===== config.mk =====
export PLATFORM = sky130hd
export DESIGN_NAME = ldgp_top
export DESIGN_NICKNAME = d
export VERILOG_FILES = /design/src/ldgp_pkg.sv /design/src/ldgp_pwm_gen.sv /design/src/ldgp_gain_calc.sv /design/src/ldgp_top.sv
export SDC_FILE = /design/constraint.sdc
export NUM_CORES = 1
export LEC_CHECK = 0
export ABC_AREA = 1
export BUFFER_PORTS_ARGS = -buffer_cell sky130_fd_sc_hd__buf_2
export CAP_MARGIN = 40
export CORE_UTILIZATION = 61
export CTS_CLUSTER_SIZE = 25
export DETAILED_ROUTE_END_ITERATION = 10
export MAX_ROUTING_LAYER = met4
export PLACE_DENSITY = 0.81
export SLEW_MARGIN = 20
export SYNTH_ARGS = -nofsm -noshare
export SYNTH_HDL_FRONTEND = slang
export SYNTH_SLANG_ARGS = --single-unit

===== constraint.sdc =====
create_clock -name pclk -period 27.4 [get_ports pclk]
set_input_delay 1.37 -clock pclk [delete_from_list [all_inputs] [get_ports pclk]]
set_output_delay 1.37 -clock pclk [all_outputs]
set_load 0.01 [all_outputs]

===== src/ldgp_pkg.sv =====
package ldgp_pkg;

  // ---------------------------------------------------------------
  // apb register map
  // ---------------------------------------------------------------
  localparam logic [7:0] ADDR_CTRL = 8'h00;
  localparam logic [7:0] ADDR_DUTY = 8'h04;
  localparam logic [7:0] ADDR_BIN_GAIN = 8'h08;
  localparam logic [7:0] ADDR_DERATE = 8'h0C;
  localparam logic [7:0] ADDR_SLOPE = 8'h10;
  localparam logic [7:0] ADDR_STATUS = 8'h14;
  localparam logic [7:0] ADDR_GAIN = 8'h18;

  // ---------------------------------------------------------------
  // field positions
  // ---------------------------------------------------------------
  localparam int CTRL_EN_BIT = 0;
  localparam int CTRL_FREQ_LSB = 4;
  localparam int DERATE_START_LSB = 0;
  localparam int DERATE_FLOOR_LSB = 4;

  // ---------------------------------------------------------------
  // dimming generator
  // ---------------------------------------------------------------
  localparam int CLK_HZ = 100_000_000;
  localparam int PWM_STEPS = 200;
  localparam logic [7:0] DUTY_MAX = 8'hC8;
  localparam int FREQ_HZ_0 = 200;
  localparam int FREQ_HZ_1 = 250;
  localparam int FREQ_HZ_2 = 300;
  localparam int FREQ_HZ_3 = 350;
  localparam logic [11:0] STEP_CYC_0 = 12'((CLK_HZ + FREQ_HZ_0 * PWM_STEPS / 2) / (FREQ_HZ_0 * PWM_STEPS));
  localparam logic [11:0] STEP_CYC_1 = 12'((CLK_HZ + FREQ_HZ_1 * PWM_STEPS / 2) / (FREQ_HZ_1 * PWM_STEPS));
  localparam logic [11:0] STEP_CYC_2 = 12'((CLK_HZ + FREQ_HZ_2 * PWM_STEPS / 2) / (FREQ_HZ_2 * PWM_STEPS));
  localparam logic [11:0] STEP_CYC_3 = 12'((CLK_HZ + FREQ_HZ_3 * PWM_STEPS / 2) / (FREQ_HZ_3 * PWM_STEPS));

  // ---------------------------------------------------------------
  // gains in thousandths, voltages in millivolts
  // ---------------------------------------------------------------
  localparam logic [9:0] GAIN_ONE = 10'h3E8;
  localparam logic [9:0] BIN_STEP = 10'h019;
  localparam logic [9:0] FLOOR_BASE = 10'h384;
  localparam logic [9:0] FLOOR_STEP = 10'h064;
  localparam logic [15:0] START_BASE_MV = 16'h1D4C;
  localparam logic [15:0] START_STEP_MV = 16'h01F4;
  localparam int SLOPE_DIV = 80;

  // ---------------------------------------------------------------
  // bin thresholds on an 8-bit fraction of supply
  // ---------------------------------------------------------------
  localparam logic [7:0] BIN1_MIN = 8'h9F;
  localparam logic [7:0] BIN2_MIN = 8'h74;
  localparam logic [7:0] BIN3_MIN = 8'h40;

  typedef struct packed {
    logic [3:0][4:0] slope;
    logic [3:0][3:0] bin_gain;
    logic [2:0] floor_code;
    logic [2:0] start_code;
  } ldgp_cfg_t;

endpackage : ldgp_pkg


===== src/ldgp_pwm_gen.sv =====
`timescale 1ns/1ps
module ldgp_pwm_gen
(
  // clock and reset
  input wire logic pclk,
  input wire logic presetn,
  // settings
  input wire logic [1:0] freq_sel,
  input wire logic [7:0] duty,
  // dimming signal
  output logic dim_out,
  output logic period_start
);

  logic [11:0] step_cnt;
  logic [11:0] step_len;
  logic [7:0] pos;
  logic [7:0] duty_q;
  logic [1:0] freq_q;
  logic step_end;

  // ---------------------------------------------------------------
  // step length per frequency
  // ---------------------------------------------------------------
  always_comb
  begin
    unique case (freq_q)
      2'b00: step_len = ldgp_pkg::STEP_CYC_0;
      2'b01: step_len = ldgp_pkg::STEP_CYC_1;
      2'b10: step_len = ldgp_pkg::STEP_CYC_2;
      2'b11: step_len = ldgp_pkg::STEP_CYC_3;
    endcase
  end

  assign step_end = (step_cnt == step_len - 12'h001);
  assign period_start = step_end && (pos == ldgp_pkg::DUTY_MAX - 8'h01);

  always_ff @(posedge pclk or negedge presetn)
  begin
    if (!presetn)
      step_cnt <= 12'h000;
    else if (step_end)
      step_cnt <= 12'h000;
    else
      step_cnt <= step_cnt + 12'h001;
  end

  // 200-step period position
  always_ff @(posedge pclk or negedge presetn)
  begin
    if (!presetn)
      pos <= 8'h00;
    else if (period_start)
      pos <= 8'h00;
    else if (step_end)
      pos <= pos + 8'h01;
  end

  // settings taken only at a period boundary
  always_ff @(posedge pclk or negedge presetn)
  begin
    if (!presetn)
    begin
      duty_q <= 8'h00;
      freq_q <= 2'b00;
    end
    else if (period_start)
    begin
      duty_q <= (duty > ldgp_pkg::DUTY_MAX) ? ldgp_pkg::DUTY_MAX : duty;
      freq_q <= freq_sel;
    end
  end

  // high while position is below duty, half percent per code
  assign dim_out = (pos < duty_q);

  property p_zero_off;
    @(posedge pclk) disable iff (!presetn)
    (duty_q == 8'h00) |-> !dim_out;
  endproperty
  a_zero_off: assert property (p_zero_off) else $error("duty zero gave on");

  property p_settings_hold;
    @(posedge pclk) disable iff (!presetn)
    !$past(period_start) |-> $stable(duty_q) && $stable(freq_q);
  endproperty
  a_settings_hold: assert property (p_settings_hold) else $error("settings changed mid period");

endmodule : ldgp_pwm_gen


===== src/ldgp_gain_calc.sv =====
`timescale 1ns/1ps
module ldgp_gain_calc
(
  // settings and operating point
  input wire ldgp_pkg::ldgp_cfg_t cfg,
  input wire logic [1:0] bin_idx,
  input wire logic [15:0] supply_mv,
  input wire logic [9:0] thermal_gain,
  // gains in thousandths
  output logic [9:0] bin_gain,
  output logic [9:0] supply_gain,
  output logic [9:0] limit_gain
);

  logic [15:0] start_mv;
  logic [9:0] floor_gain;
  logic [5:0] slope_mult;
  logic [21:0] drop_raw;
  logic [9:0] drop;

  function automatic logic [9:0] min2(input logic [9:0] a, input logic [9:0] b);
    min2 = (a < b) ? a : b;
  endfunction : min2

  assign bin_gain = ldgp_pkg::GAIN_ONE - 10'(cfg.bin_gain[bin_idx] * ldgp_pkg::BIN_STEP);
  assign floor_gain = (cfg.floor_code == 3'b000) ? ldgp_pkg::GAIN_ONE :
    ldgp_pkg::FLOOR_BASE - 10'(cfg.floor_code * ldgp_pkg::FLOOR_STEP);
  assign start_mv = ldgp_pkg::START_BASE_MV + 16'(cfg.start_code * ldgp_pkg::START_STEP_MV);
  assign slope_mult = {1'b0, cfg.slope[bin_idx]} + 6'h01;

  // gain falls from bin gain at start by slope per volt, clamped at floor
  always_comb
  begin
    drop_raw = (22'(slope_mult) * 22'(start_mv - supply_mv)) / 22'(ldgp_pkg::SLOPE_DIV);
    drop = (drop_raw > 22'(ldgp_pkg::GAIN_ONE)) ? ldgp_pkg::GAIN_ONE : drop_raw[9:0];
    if (supply_mv >= start_mv)
      supply_gain = bin_gain;
    else if ({1'b0, drop} + {1'b0, floor_gain} >= {1'b0, bin_gain})
      supply_gain = floor_gain;
    else
      supply_gain = bin_gain - drop;
  end

  assign limit_gain = min2(min2(bin_gain, supply_gain), thermal_gain);

endmodule : ldgp_gain_calc


===== src/ldgp_top.sv =====
`timescale 1ns/1ps
module ldgp_top
(
  // clock and reset
  input wire logic pclk,
  input wire logic presetn,
  // apb slave
  input wire logic psel,
  input wire logic penable,
  input wire logic pwrite,
  input wire logic [7:0] paddr,
  input wire logic [31:0] pwdata,
  output logic [31:0] prdata,
  output logic pready,
  output logic pslverr,
  // dimming pins
  input wire logic dim_source_select_n,
  input wire logic enable_dim_input,
  output logic dim_switch_drive,
  // analog operating point, digitised
  input wire logic [7:0] bin_select_pin,
  input wire logic [15:0] supply_mv,
  input wire logic [9:0] thermal_gain,
  // current limit
  output logic [1:0] active_bin,
  output logic [9:0] current_limit_gain,
  output logic internal_dim_active
);

  logic internal_dim_enable;
  logic [1:0] dim_frequency_select;
  logic [7:0] duty_code;
  ldgp_pkg::ldgp_cfg_t cfg;
  logic [1:0] next_bin;
  logic [9:0] bin_gain;
  logic [9:0] supply_gain;
  logic [9:0] limit_gain;
  logic [9:0] supply_gain_q;
  logic pwm_dim;
  logic period_start;
  logic wr_en;
  logic access;
  logic addr_ok;
  logic [31:0] rd_word;

  // ---------------------------------------------------------------
  // apb slave: answers in the second access cycle
  // ---------------------------------------------------------------
  assign access = psel && penable;
  assign wr_en = access && pready && pwrite && addr_ok;

  always_comb
  begin
    addr_ok = 1'b1;
    rd_word = 32'h0000_0000;
    unique case (paddr)
      ldgp_pkg::ADDR_CTRL:
      begin
        rd_word[ldgp_pkg::CTRL_EN_BIT] = internal_dim_enable;
        rd_word[ldgp_pkg::CTRL_FREQ_LSB +: 2] = dim_frequency_select;
      end
      ldgp_pkg::ADDR_DUTY: rd_word[7:0] = duty_code;
      ldgp_pkg::ADDR_BIN_GAIN: rd_word[15:0] = cfg.bin_gain;
      ldgp_pkg::ADDR_DERATE:
      begin
        rd_word[ldgp_pkg::DERATE_START_LSB +: 3] = cfg.start_code;
        rd_word[ldgp_pkg::DERATE_FLOOR_LSB +: 3] = cfg.floor_code;
      end
      ldgp_pkg::ADDR_SLOPE:
        rd_word = {3'b000, cfg.slope[3], 3'b000, cfg.slope[2],
                   3'b000, cfg.slope[1], 3'b000, cfg.slope[0]};
      ldgp_pkg::ADDR_STATUS:
        rd_word = {27'h000_0000, dim_switch_drive, internal_dim_active, 1'b0, active_bin};
      ldgp_pkg::ADDR_GAIN:
        rd_word = {6'h00, supply_gain_q, 6'h00, current_limit_gain};
      default: addr_ok = 1'b0;
    endcase
  end

  always_ff @(posedge pclk or negedge presetn)
  begin
    if (!presetn)
    begin
      pready <= 1'b0;
      prdata <= 32'h0000_0000;
      pslverr <= 1'b0;
    end
    else
    begin
      pready <= access && !pready;
      prdata <= (access && !pready && !pwrite) ? rd_word : 32'h0000_0000;
      pslverr <= access && !pready && !addr_ok;
    end
  end

  // ---------------------------------------------------------------
  // configuration registers
  // ---------------------------------------------------------------
  always_ff @(posedge pclk or negedge presetn)
  begin
    if (!presetn)
    begin
      internal_dim_enable <= 1'b0;
      dim_frequency_select <= 2'b00;
      duty_code <= 8'h00;
    end
    else if (wr_en && paddr == ldgp_pkg::ADDR_CTRL)
    begin
      internal_dim_enable <= pwdata[ldgp_pkg::CTRL_EN_BIT];
      dim_frequency_select <= pwdata[ldgp_pkg::CTRL_FREQ_LSB +: 2];
    end
    else if (wr_en && paddr == ldgp_pkg::ADDR_DUTY)
      duty_code <= pwdata[7:0];
  end

  always_ff @(posedge pclk or negedge presetn)
  begin
    if (!presetn)
      cfg <= '0;
    else if (wr_en && paddr == ldgp_pkg::ADDR_BIN_GAIN)
      cfg.bin_gain <= pwdata[15:0];
    else if (wr_en && paddr == ldgp_pkg::ADDR_DERATE)
    begin
      cfg.start_code <= pwdata[ldgp_pkg::DERATE_START_LSB +: 3];
      cfg.floor_code <= pwdata[ldgp_pkg::DERATE_FLOOR_LSB +: 3];
    end
    else if (wr_en && paddr == ldgp_pkg::ADDR_SLOPE)
    begin
      cfg.slope[0] <= pwdata[4:0];
      cfg.slope[1] <= pwdata[12:8];
      cfg.slope[2] <= pwdata[20:16];
      cfg.slope[3] <= pwdata[28:24];
    end
  end

  // ---------------------------------------------------------------
  // dimming source and switch drive
  // ---------------------------------------------------------------
  ldgp_pwm_gen u_pwm
  (
    .pclk(pclk),
    .presetn(presetn),
    .freq_sel(dim_frequency_select),
    .duty(duty_code),
    .dim_out(pwm_dim),
    .period_start(period_start)
  );

  always_ff @(posedge pclk or negedge presetn)
  begin
    if (!presetn)
    begin
      internal_dim_active <= 1'b0;
      dim_switch_drive <= 1'b0;
    end
    else
    begin
      internal_dim_active <= internal_dim_enable || !dim_source_select_n;
      // enable input is only an enable when internal dimming runs
      dim_switch_drive <= (internal_dim_enable || !dim_source_select_n) ?
        (pwm_dim && enable_dim_input) : enable_dim_input;
    end
  end

  // ---------------------------------------------------------------
  // bin decode and current limit
  // ---------------------------------------------------------------
  always_comb
  begin
    if (bin_select_pin >= ldgp_pkg::BIN1_MIN)
      next_bin = 2'd0;
    else if (bin_select_pin >= ldgp_pkg::BIN2_MIN)
      next_bin = 2'd1;
    else if (bin_select_pin >= ldgp_pkg::BIN3_MIN)
      next_bin = 2'd2;
    else
      next_bin = 2'd3;
  end

  ldgp_gain_calc u_gain
  (
    .cfg(cfg),
    .bin_idx(active_bin),
    .supply_mv(supply_mv),
    .thermal_gain(thermal_gain),
    .bin_gain(bin_gain),
    .supply_gain(supply_gain),
    .limit_gain(limit_gain)
  );

  always_ff @(posedge pclk or negedge presetn)
  begin
    if (!presetn)
    begin
      active_bin <= 2'd0;
      current_limit_gain <= ldgp_pkg::GAIN_ONE;
      supply_gain_q <= ldgp_pkg::GAIN_ONE;
    end
    else
    begin
      active_bin <= next_bin;
      current_limit_gain <= limit_gain;
      supply_gain_q <= supply_gain;
    end
  end

  // ---------------------------------------------------------------
  // checks
  // ---------------------------------------------------------------
  property p_source_select;
    @(posedge pclk) disable iff (!presetn)
    internal_dim_enable |=> internal_dim_active;
  endproperty
  a_source_select: assert property (p_source_select) else $error("enable bit did not force internal");

  property p_drive_follows;
    @(posedge pclk) disable iff (!presetn)
    (presetn && !internal_dim_enable && dim_source_select_n) |=>
      (dim_switch_drive == $past(enable_dim_input));
  endproperty
  a_drive_follows: assert property (p_drive_follows) else $error("external drive mismatch");

  property p_limit_min;
    @(posedge pclk) disable iff (!presetn)
    1'b1 |=> current_limit_gain <= $past(bin_gain) && current_limit_gain <= $past(thermal_gain);
  endproperty
  a_limit_min: assert property (p_limit_min) else $error("limit above a factor");

  property p_bin1;
    @(posedge pclk) disable iff (!presetn)
    (bin_select_pin >= ldgp_pkg::BIN1_MIN) |=> (active_bin == 2'd0);
  endproperty
  a_bin1: assert property (p_bin1) else $error("bin1 decode wrong");

  property p_bin_gain_code;
    @(posedge pclk) disable iff (!presetn)
    (cfg.bin_gain[active_bin] == 4'hF) |-> (bin_gain == 10'h271);
  endproperty
  a_bin_gain_code: assert property (p_bin_gain_code) else $error("code 15 gain not 0.625");

  property p_above_start;
    @(posedge pclk) disable iff (!presetn)
    (supply_mv >= 16'h2AF8) |-> (supply_gain == bin_gain);
  endproperty
  a_above_start: assert property (p_above_start) else $error("derating above start");

  property p_apb_answer;
    @(posedge pclk) disable iff (!presetn)
    (access && !pready) |=> pready ##1 !pready;
  endproperty
  a_apb_answer: assert property (p_apb_answer) else $error("apb answer timing wrong");

  property p_floor_bound;
    @(posedge pclk) disable iff (!presetn)
    (cfg.floor_code == 3'b111 && bin_gain > 10'h0C8) |-> (supply_gain >= 10'h0C8);
  endproperty
  a_floor_bound: assert property (p_floor_bound) else $error("gain under floor");

endmodule : ldgp_top


* Word-level counts from Yosys, hierarchy flattened
Cells that the tools add are included.
** Storage, ports and cells
- Register bits :: 141
** Cells by class
- $add $sub $neg :: 10
- Reduce and logical (&&, ||, !) cells :: 27
- Bitwise operators :: 3
- Div/mod/pow operators :: 1
- Multiplexer cells :: 29
- Multiply operators :: 4
- Equality and inequality tests :: 11
- $lt $le $gt $ge :: 11
** Operator list (number)
- 10-bit 2-to-1 mux :: 6
- 12-bit one-hot mux with 4 select lines :: 1
- 32-bit 2-to-1 mux :: 1
- 13-bit one-hot mux with 2 select lines :: 1
- 8-bit by 5-bit == test with 1-bit output (second input constant) :: 3
- 8-bit 2-to-1 mux :: 3
- 8-bit one-hot mux with 3 select lines :: 1
- 22-bit by 7-bit divider with 22-bit output (second input constant) :: 1
- 22-bit by 10-bit > comparator with 1-bit output (second input constant) :: 1
- 6-bit by 22-bit multiplier with 22-bit output :: 1
- 10-bit < comparator :: 2
- 16-bit by 16-bit subtractor with 17-bit output :: 1
- 8-bit by 4-bit == test with 1-bit output (second input constant) :: 2
- 16-bit >= comparator :: 1
- 8-bit by 7-bit >= comparator with 1-bit output (second input constant) :: 2
- 13-bit by 12-bit adder with 14-bit output (first input constant) :: 1
- 1-bit logical AND :: 14
- 2-bit one-hot mux with 7 select lines :: 1
- 12-bit by 1-bit adder with 12-bit output (second input constant) :: 1
- 12-bit == test :: 1
- 12-bit 2-to-1 mux :: 1
- 2-bit one-hot mux with 6 select lines :: 1
- 12-bit by 1-bit subtractor with 12-bit output (second input constant) :: 1
- 10-bit by 10-bit adder with 11-bit output :: 1
- 37 further kinds :: 47

* Longest topological paths before layout
Gate-level depths: netlist (run 1).
- Depth in word-level cells :: 15
- Mapped depth :: 150
- Gate-level depth less buffers :: 148

* Modules after synthesis
A second synthesis (run 1) with hierarchy kept.
** Unflattened totals
- Cell total of the unflattened synthesis :: 2161
- Area, all modules :: 15598.7 um^2
** By module, submodules not included
- ldgp_gain_calc :: instances 1, cells each 1385, area each 8954.8 um^2
- ldgp_top :: instances 1, cells each 503, area each 4608.2 um^2
- ldgp_pwm_gen :: instances 1, cells each 273, area each 2035.7 um^2

* Worst setup path before layout (run 1)
Ideal clock, no wire load.
- Path kind :: register to register
- From :: reg cfg[0] (netlist name)
- To :: reg current_limit_gain[1]
- Required time :: 27.335 ns
- Stages on the path, launching flop included :: 138
- Path buffers :: 3
- Library setup time :: 0.065 ns
- Path slack :: 10.275 ns
- Arrival time :: 17.059 ns
- Period minus slack after synthesis :: 17.125 ns
- Path through :: dfrtp_1 -> fa_1 -> inv_1 -> fa_1 -> fa_1 -> xor2_1 -> inv_1 -> ha_1 -> inv_1 -> or2_2 -> nand2_1 -> a21oi_1 -> inv_1 -> a21oi_1 -> o21ai_0 -> a21oi_1 -> o21bai_1 -> nand2_1 -> [102 not listed] -> ha_1 -> a21oi_1 -> nor2_1 -> a211oi_1 -> o221a_2 -> nand2_4 -> buf_4 -> nand2_1 -> o21ai_1 -> ha_1 -> nand2_1 -> inv_1 -> nand3_1 -> a31oi_1 -> a2111oi_0 -> buf_2 -> nand3_1 -> nand2_1
** Between the ends
- Cells in the longest elaborated chain, start to end :: 15
- Elaborated cells between the ends (all ways) :: 17
- Those cells by class :: add/sub: 4; mul: 2; div: 1; order compare: 5; mux: 5
** Ends and longest elaborated chain
- 3-bit by 7-bit multiplier with 10-bit output * :: line ldgp_gain_calc.sv:28 : assign start_mv = ldgp_pkg::START_BASE_MV + 16'(cfg.start_code * ldgp_pkg::START_STEP_MV);
- 13-bit by 12-bit adder with 14-bit output * :: line ldgp_gain_calc.sv:28
- 16-bit by 16-bit subtractor with 17-bit output :: line ldgp_gain_calc.sv:34 : drop_raw = (22'(slope_mult) * 22'(start_mv - supply_mv)) / 22'(ldgp_pkg::SLOPE_DIV);
- 6-bit by 22-bit multiplier with 22-bit output :: line ldgp_gain_calc.sv:34
- 22-bit by 7-bit divider with 22-bit output :: line ldgp_gain_calc.sv:34
- 22-bit by 10-bit > comparator with 1-bit output :: line ldgp_gain_calc.sv:35 : drop = (drop_raw > 22'(ldgp_pkg::GAIN_ONE)) ? ldgp_pkg::GAIN_ONE : drop_raw[9:0];
- 10-bit 2-to-1 mux :: line ldgp_gain_calc.sv:35
- 10-bit by 10-bit adder with 11-bit output :: line ldgp_gain_calc.sv:38 : else if ({1'b0, drop} + {1'b0, floor_gain} >= {1'b0, bin_gain})
- 11-bit by 10-bit >= comparator with 1-bit output :: line ldgp_gain_calc.sv:38
- 10-bit 2-to-1 mux :: line ldgp_gain_calc.sv:38
- 10-bit 2-to-1 mux * :: line ldgp_gain_calc.sv:36 : if (supply_mv >= start_mv)
- net supply_gain[3] :: line ldgp_top.sv:36 : logic [9:0] supply_gain;
- 10-bit < comparator :: line ldgp_gain_calc.sv:22 : min2 = (a < b) ? a : b;
- 10-bit 2-to-1 mux * :: line ldgp_gain_calc.sv:22
- 10-bit < comparator :: line ldgp_gain_calc.sv:22
- 10-bit 2-to-1 mux * :: line ldgp_gain_calc.sv:22
- net limit_gain[1] :: line ldgp_top.sv:37 : logic [9:0] limit_gain;
- to (signal assigned) :: line ldgp_top.sv:196 : current_limit_gain <= ldgp_pkg::GAIN_ONE;
- to (signal assigned) :: line ldgp_top.sv:202 : current_limit_gain <= limit_gain;
- to (decl) :: line ldgp_top.sv:26 : output logic [9:0] current_limit_gain,
Mark *: on every way through the listed nets, which the timed path passes. The rest lies on a longest branch.
A chain may end at the register's enable or synchronous reset.

* Final worst setup path (run 1)
- From :: reg cfg[0] (netlist name)
- To :: reg current_limit_gain[0]
** Between the ends
- Cells in the longest elaborated chain, start to end :: 15
- Elaborated cells between the ends (all ways) :: 17
- Those cells by class :: add/sub: 4; mul: 2; div: 1; order compare: 5; mux: 5
** Ends and longest elaborated chain (line)
- 3-bit by 7-bit multiplier with 10-bit output * :: ldgp_gain_calc.sv:28
- 13-bit by 12-bit adder with 14-bit output * :: ldgp_gain_calc.sv:28
- 16-bit by 16-bit subtractor with 17-bit output :: ldgp_gain_calc.sv:34
- 6-bit by 22-bit multiplier with 22-bit output :: ldgp_gain_calc.sv:34
- 22-bit by 7-bit divider with 22-bit output :: ldgp_gain_calc.sv:34
- 22-bit by 10-bit > comparator with 1-bit output :: ldgp_gain_calc.sv:35
- 10-bit 2-to-1 mux :: ldgp_gain_calc.sv:35
- 10-bit by 10-bit adder with 11-bit output :: ldgp_gain_calc.sv:38
- 11-bit by 10-bit >= comparator with 1-bit output :: ldgp_gain_calc.sv:38
- 10-bit 2-to-1 mux :: ldgp_gain_calc.sv:38
- 10-bit 2-to-1 mux * :: ldgp_gain_calc.sv:36
- net supply_gain[3] :: ldgp_top.sv:36
- 10-bit < comparator :: ldgp_gain_calc.sv:22
- 10-bit 2-to-1 mux * :: ldgp_gain_calc.sv:22
- 10-bit < comparator :: ldgp_gain_calc.sv:22
- 10-bit 2-to-1 mux * :: ldgp_gain_calc.sv:22
- net limit_gain[0] :: ldgp_top.sv:37
Marks and branches as above.

==> results.txt, run 1 <==
* Number of DRC violations after detailed routing: 0
- Entering global routing, the biggest net connects 62 pins.
* Outcome: finished clean
- Setup repair after global routing left no endpoint under its margin.
* Floorplan die height: approximately 160 µm
* I/O pin count: 129
- Cts-stage hold buffer count: 0
- Measured in cells, the most critical reg-to-reg path has a length of 134.
- For this configuration, the core starts out at a cell density of 63.0%.
- In the synthesized netlist, mux cells make up less than 1% of the area.
- For this run, the total global-route usage over all layers was measured as 31.9%.
- The floorplan has 55 rows.
- Critical-path top delay cell: sky130_fd_sc_hd__a2111oi_1
* Top flip-flop cell by instance count after synthesis: sky130_fd_sc_hd__dfrtp_1
- For the worst-skew pair, the clock arrives at the later sink with an insertion delay of 0.43 ns.
- Derived from the worst setup path, the maximum achievable clock frequency is between 40 and 50 MHz.
- Setup TNS: 0 ns
- The detail route stage leaves a number of antenna-violating nets equal to 0.
* Endpoint class of the critical path: flip-flop
- Along the worst hold path, the cell count comes to 1.
* Critical Path Most Common Cell: sky130_fd_sc_hd__nand2_1
- First-iteration detailed-routing DRC count: 858
- In the final layout, the share of cells above drive strength 1 is between 10% and 20%.
* Adder-cell share of the synthesized area: between 20% and 30%
- Syn Std Cell Area: approximately 0.014 mm²
- Count of port buffers added during placement: 119
- The via count of the first global-routing pass came to 12970.
* Count of instances resized after the clock tree is built: 0
- The floorplan step defined a die boundary enclosing 0.0243 mm².
* Arrival time worst endpoint: between 20 and 25 ns
* Peak fanout along the critical path: 19
* CTS sink count: approximately 140
- Root buffer cell: sky130_fd_sc_hd__clkbuf_16
- Worst Max-Slew Pin Slew: just over 0.8 ns
- Core Footprint: 0.0230 mm²
- The routed design has 36000 µm of wire.
- Synthesized instance count: 2004
- The number of different library cells used by synthesis comes to 63.
- The floorplan step set the die width to 156 µm.
* Crit path kind: flip-flop to flip-flop
- Fraction of the cycle the final worst path needs: 73.1%
* Overflow left after global routing: 0
* Final RePlAce weighted congestion: approximately 0.95
- The sequential cells in the finished layout cover a total of 0.00347 mm².
* Number of max-slew violations in the final report: 0
- Synth Area in Compound Gates: 12.0%
- After synthesis, the mean cell area works out to 7.22 µm².
- Final number of hold-violating endpoints: 0
- After clock tree synthesis, the clock-pin slew on the worst setup and hold paths is 0.07 ns.
* Max-cap violation count: 0
- By area, the combinational part of the netlist is dominated by simple AND/OR/NAND/NOR gates.
* DP Wirelength: 29000 µm
- No sink is reached through more buffers than the 2 on the longest clock path.
- Detail-routed via count per cell: 5.45
- Number of levels the H-tree was split into: 4
* Setup crit start kind: flip-flop
* Area taken by multi-input logic gates: 0.00941 mm²
* Wire length per cell: 14.7 µm
- Commonest non-fill, non-tap cell in the layout: sky130_fd_sc_hd__nand2_1
- Wire length of the first global-routing pass: a little over 60000 µm
* Fillers: 1959
- Number of nets at the end of the flow: 2403
- Number of vias after detailed routing: 13354
- For the finished layout, the period the worst path requires is 20.04 ns.
* Register bit count reported by yosys: between 100 and 150
* Worst clock skew: around 0.008 ns
- TritonCTS created 17 clock buffers.
* Async set-reset flop share out of synthesis: 100%
* Number of synthesized flops with an enable pin: 0
- Basic-gate share of the synthesized area counting and, or, nand and nor cells: 27.2%
* Layout Area Growth over Synthesis: 10.6%
* Final setup violation count: 0
- The initial antenna violation count was 1.
- Sequential elements use a little under a quarter of the synthesized area.
- Post-CTS Setup Bufs: 0
* Slew headroom: 44.5%
* Path type of the worst min-delay path: flip-flop to flip-flop
- The top cell types in the final layout, fill and taps aside, are 459 x sky130_fd_sc_hd__nand2_1, 360 x sky130_fd_sc_hd__inv_1, 173 x sky130_fd_sc_hd__nor2_1.
- Required time of the worst setup path: 27.72 ns
* Fraction of synthesized cell area in xor and xnor cells: 3.75%
- YS warnings: 0
- TritonCTS built the clock tree.
* Detailed-router iteration count before antenna repair: 6
- Largest stage delay, worst path: 0.65 ns
sequential cells by signal, summed over array words and instances, names as in the netlist:
| register | cells |
|---|---|
| pready | 1 |
| current_limit_gain | 10 |
| u_pwm.pos | 8 |
| active_bin | 2 |
| supply_gain_q | 10 |
| u_pwm.duty_q | 8 |
| internal_dim_enable | 1 |
| duty_code | 8 |
| dim_switch_drive | 1 |
| prdata | 29 |
| internal_dim_active | 1 |
| dim_frequency_select | 2 |
| u_pwm.step_cnt | 12 |
| pslverr | 1 |
| u_pwm.freq_q | 2 |
| cfg | 42 |
cell usage after synthesis, types with 7 or more instances:
cell | instances | area share, %
sky130_fd_sc_hd__xnor2_1 | 20 | 1.2
sky130_fd_sc_hd__clkbuf_1 | 16 | 0.41
sky130_fd_sc_hd__nand2_2 | 51 | 2.2
sky130_fd_sc_hd__o21ai_1 | 15 | 0.52
sky130_fd_sc_hd__nand4_1 | 11 | 0.48
sky130_fd_sc_hd__nand2_4 | 13 | 1.0
sky130_fd_sc_hd__o21ai_0 | 86 | 3.0
sky130_fd_sc_hd__inv_2 | 21 | 0.54
sky130_fd_sc_hd__buf_4 | 9 | 0.47
sky130_fd_sc_hd__nor3_1 | 19 | 0.66
sky130_fd_sc_hd__nor2_1 | 173 | 4.5
sky130_fd_sc_hd__inv_1 | 360 | 9.3
sky130_fd_sc_hd__ha_1 | 127 | 11
sky130_fd_sc_hd__fa_1 | 73 | 10
sky130_fd_sc_hd__o211ai_1 | 9 | 0.47
sky130_fd_sc_hd__xor2_1 | 42 | 2.5
sky130_fd_sc_hd__dfstp_2 | 12 | 2.2
sky130_fd_sc_hd__mux2_2 | 12 | 0.93
sky130_fd_sc_hd__dfrtp_1 | 126 | 22
sky130_fd_sc_hd__a21o_1 | 13 | 0.67
sky130_fd_sc_hd__nand3_1 | 117 | 4.0
sky130_fd_sc_hd__o21bai_1 | 10 | 0.52
sky130_fd_sc_hd__a31oi_1 | 7 | 0.30
sky130_fd_sc_hd__nand3_2 | 16 | 1.1
sky130_fd_sc_hd__a21oi_1 | 106 | 3.7
sky130_fd_sc_hd__nand2_1 | 459 | 12
stage by stage:
step | cell area, µm² | hold slack (ns) | utilization (%) | instances | setup WS (ns)
detailed placement | 15400 | 0.465 | 66.8 | 2414 | 7.69
CTS | 16000 | 0.473 | 69.5 | 2446 | 7.59
floorplan | 14500 | 0.432 | - | 2006 | 10.28
global route | 16000 | 0.500 | 69.7 | 2449 | 5.48
finish | 16000 | 0.466 | 69.7 | 2449 | 7.36
global placement | 15300 | 0.450 | 66.7 | 2412 | 7.85
logic make-up after synthesis:
family	Yosys count
flops	138
simple gates	886
buf+inv	412
xor+xnor	62
fa+ha+maj	200
mux	12
compound gates	293
other cells	1
critical path: cells and delay by family (launching register included):
| kind | cells | cell delay [ns] |
|---|---|---|
| AND/OR/NAND/NOR | 75 | 7.53 |
| adder cells (fa/ha/maj) | 12 | 4.90 |
| AO/OA/AOI/OAI | 21 | 4.20 |
| buffers and inverters | 22 | 1.94 |
| XOR/XNOR | 4 | 0.78 |
| flip-flops | 1 | 0.47 |
cell type report:
cell class,count,area share (%)
Timing Repair Buffer,127,4.28
Sequential cell,138,21.7
Antenna cell,1,0.0156
Clock inverter,15,1.23
Clock buffer,17,2.66
Inverter,382,8.96
Tap cell,313,2.45
Multi-Input combinational cell,1456,58.8
routing by layer:
layer / routed length, µm / part of all wire, % / global-route usage [%]
met1: 15400 / 43 / 39.6
met2: 17200 / 48 / 53.5
met3: 2500 / 6.9 / 4.94
met4: 891 / 2.5 / 9.71
met5: 0 / 0 / -
path summary, 6_finish.rpt:
kind | start | endpoint | slack (ns)
max reg2reg | cfg[0] | current_limit_gain[0] | 7.36
max | cfg[0] | current_limit_gain[0] | 7.36
min in group asynchronous | presetn | u_pwm.step_cnt[3] | 0.88
min | u_pwm.step_cnt[0] | u_pwm.step_cnt[0] | 0.47
max in group asynchronous | presetn | current_limit_gain[5] | 25.39
min reg2reg | u_pwm.step_cnt[0] | u_pwm.step_cnt[0] | 0.47
Power of run 1 is not shown: default switching activity piles up to over one toggle a cycle in this logic, so the estimate is an artifact.
==> run 2: changes to the inputs <==
clock period = 18.8 ns   (was 27.4 ns; I/O delays follow)
==> results.txt, run 2 (synthesis gave the netlist of run 1 again) <==
- The flow ran to the end, and the final reports show no timing, DRC or antenna violations.
- Critical-path top delay cell: sky130_fd_sc_hd__fa_2
* Largest stage delay, worst path: 0.59 ns
- Final number of hold-violating endpoints: 0
* Cts-stage hold buffer count: 0
- The final critical path takes up a little over nine tenths of the cycle.
* Gr usage total: 32.1%
* Detail-routed via count per cell: 5.50
- Of all nets on the critical path, the largest fanout is 7.
- More flip-flops sit in one register than any other, and that register is cfg.
- Final setup violation count: 0
* Root buffer cell: sky130_fd_sc_hd__clkbuf_16
- Measured against its own limit, the worst slew margin works out to between 40% and 50%.
* DP Wirelength: a little under 30000 µm
- Commonest non-fill, non-tap cell in the layout: sky130_fd_sc_hd__nand2_1
* Number of vias after detailed routing: 13811
- Site Rows: 55
- After global routing the overflow that remains totals 0.
- After the first detailed-routing iteration, the DRC count stood at 936.
* Fraction of final layout cells with drive strength greater than 1: 22.3%
- The clock tree synthesis step divided the H-tree into 4 levels.
- Starting Density: a little over three fifths
- Antenna violations before repair: 1
* Buffers & Inverters on Critical Path: 23
- CTS sink count: roughly 140
- At the end of routability-driven placement, the weighted congestion stood at 0.972.
- From bottom edge to top edge, the die measures 156 µm.
- The die is 156 µm wide.
- Entering global routing, the biggest net connects 71 pins.
- For the pin with the worst max-slew slack, the measured transition is roughly 0.9 ns.
- Detailed-router iteration count before antenna repair: 6
- The largest registers in the layout are cfg x42, prdata x29, u_pwm.step_cnt x12.
- The critical path in this run is classified as flip-flop to flip-flop.
- After detailed routing, the number of remaining DRC violations is 0.
- Data on the critical path is required at its endpoint by 19.17 ns.
- Leaving out fill and tap cells, the most frequent cells in the layout are 425 x sky130_fd_sc_hd__nand2_1, 346 x sky130_fd_sc_hd__inv_1, 165 x sky130_fd_sc_hd__nor2_1.
* Clock-pin slew of the registers on the worst-case setup and hold paths: 0.06 ns
- The worst setup path is launched from a flip-flop.
- Max-cap violation count: 0
- Fillers: 1701
- Worst clock skew: 0.00961 ns
- Number of max-slew violations in the final report: 0
- The register with the most flip-flops in the layout has 42 of them.
- Count of port buffers added during placement: 119
- The cell that appears most often on the critical path is sky130_fd_sc_hd__nand2_4.
- The worst setup path is captured at a flip-flop.
- Wire length of the first global-routing pass: 61000 µm
- For the worst setup path, the data arrival time is around 19 ns.
- Number of global-route vias before repair: 13144
* Wire length per cell: 15.3 µm
* Clock tree from TritonCTS: yes
* Layout Area Growth over Synthesis: 19.5%
- Counting I/O delays and the setup requirement, the final critical path takes between 15 and 20 ns.
* Post-detailed-route count of antenna-violating nets: 0
- CP delay by family, top: simple AND/OR/NAND/NOR gates
- Number of nets at the end of the flow: around 2500
- For this design the top-level I/O count stands at 129.
- Path type of the worst min-delay path: flip-flop to flip-flop
- The floorplan step defined a core boundary enclosing around 0.023 mm².
- For the worst-skew pair, the clock arrives at the later sink with an insertion delay of 0.43 ns.
- Max Clk Rate: 54.5 MHz
- Counting the buffers created by CTS gives 17.
* Die area: 0.0243 mm²
- Post-detailed-routing wire length: 38500 µm
- In this run the deepest clock path goes through 2 buffers.
- Setup TNS: 0 ns
[run 2: cell types whose count changed in the layout (fill, tap and decap cells not counted), moves of 12 or more]
| cell | before | now |
|---|---|---|
| sky130_fd_sc_hd__nand3_1 | 117 | 103 |
| sky130_fd_sc_hd__nand2_1 | 459 | 425 |
| sky130_fd_sc_hd__buf_4 | 5 | 62 |
| sky130_fd_sc_hd__nand2_4 | 13 | 35 |
| sky130_fd_sc_hd__ha_1 | 127 | 113 |
| sky130_fd_sc_hd__inv_1 | 360 | 346 |
| sky130_fd_sc_hd__ha_4 | 0 | 13 |
| sky130_fd_sc_hd__nand2_2 | 51 | 63 |
[run 2: area by class of cell]
cell class              instances  area, µm²  share of cell area, %
clock inverters                15        199                   1.15
diodes                          1       2.50                 0.0145
repair inverters                1       5.00                 0.0289
flip-flops and latches        138       3470                   20.1
well taps                     313        392                   2.26
clock buffers                  17        425                   2.46
multi-input cells            1457      10200                   59.0
inverters                     382       1440                   8.35
repair buffers                187       1160                   6.70
[run 2: repair_timing]
| action | in CTS | in global routing |
|---|---|---|
| setup endpoints to repair | 10 | 10 |
| gates resized for setup | 8 | 176 |
| setup buffers | 0 | 46 |
| pin swaps | 0 | 86 |
| gates cloned | 0 | 2 |
[run 2: stage by stage]
| stage | instance area, µm² | std cells | worst slack [ns] | util, % | hold slack [ns] |
|---|---|---|---|---|---|
| after detailed placement | 15500 | 2429 | -0.310 | 67.3 | 0.462 |
| final | 17300 | 2511 | 0.456 | 75.3 | 0.467 |
| after CTS | 16100 | 2461 | 0.0106 | 70.2 | 0.468 |
| after floorplan | 14500 | 2006 | 1.68 | - | 0.432 |
| after global routing | 17300 | 2511 | -0.589 | 75.3 | 0.495 |
| after global placement | 15400 | 2426 | 0.0827 | 67.2 | 0.454 |
[run 2: metal layers]
metal | global-route usage [%] | up-vias | part of all wire (%)
met5 | - | - | 0
met4 | 10.7 | 0 | 3.0
met3 | 5.19 | 99 | 7.2
met2 | 52.6 | 515 | 49
met1 | 40.4 | 6496 | 41
li1 | - | 6701 | -
[run 2: worst paths after layout]
check                      slack, ns  cells after the start         startpoint                     to
min reg2reg                     0.47                      1  u_pwm.step_cnt[0]      u_pwm.step_cnt[0]
max                             0.46                    140             cfg[1]  current_limit_gain[2]
min in group asynchronous       0.49                      1            presetn      u_pwm.step_cnt[6]
max reg2reg                     0.46                    140             cfg[1]  current_limit_gain[2]
min                             0.47                      1  u_pwm.step_cnt[0]      u_pwm.step_cnt[0]
max in group asynchronous      17.26                      3            presetn       supply_gain_q[3]
Power of run 2 is left out for the same reason.
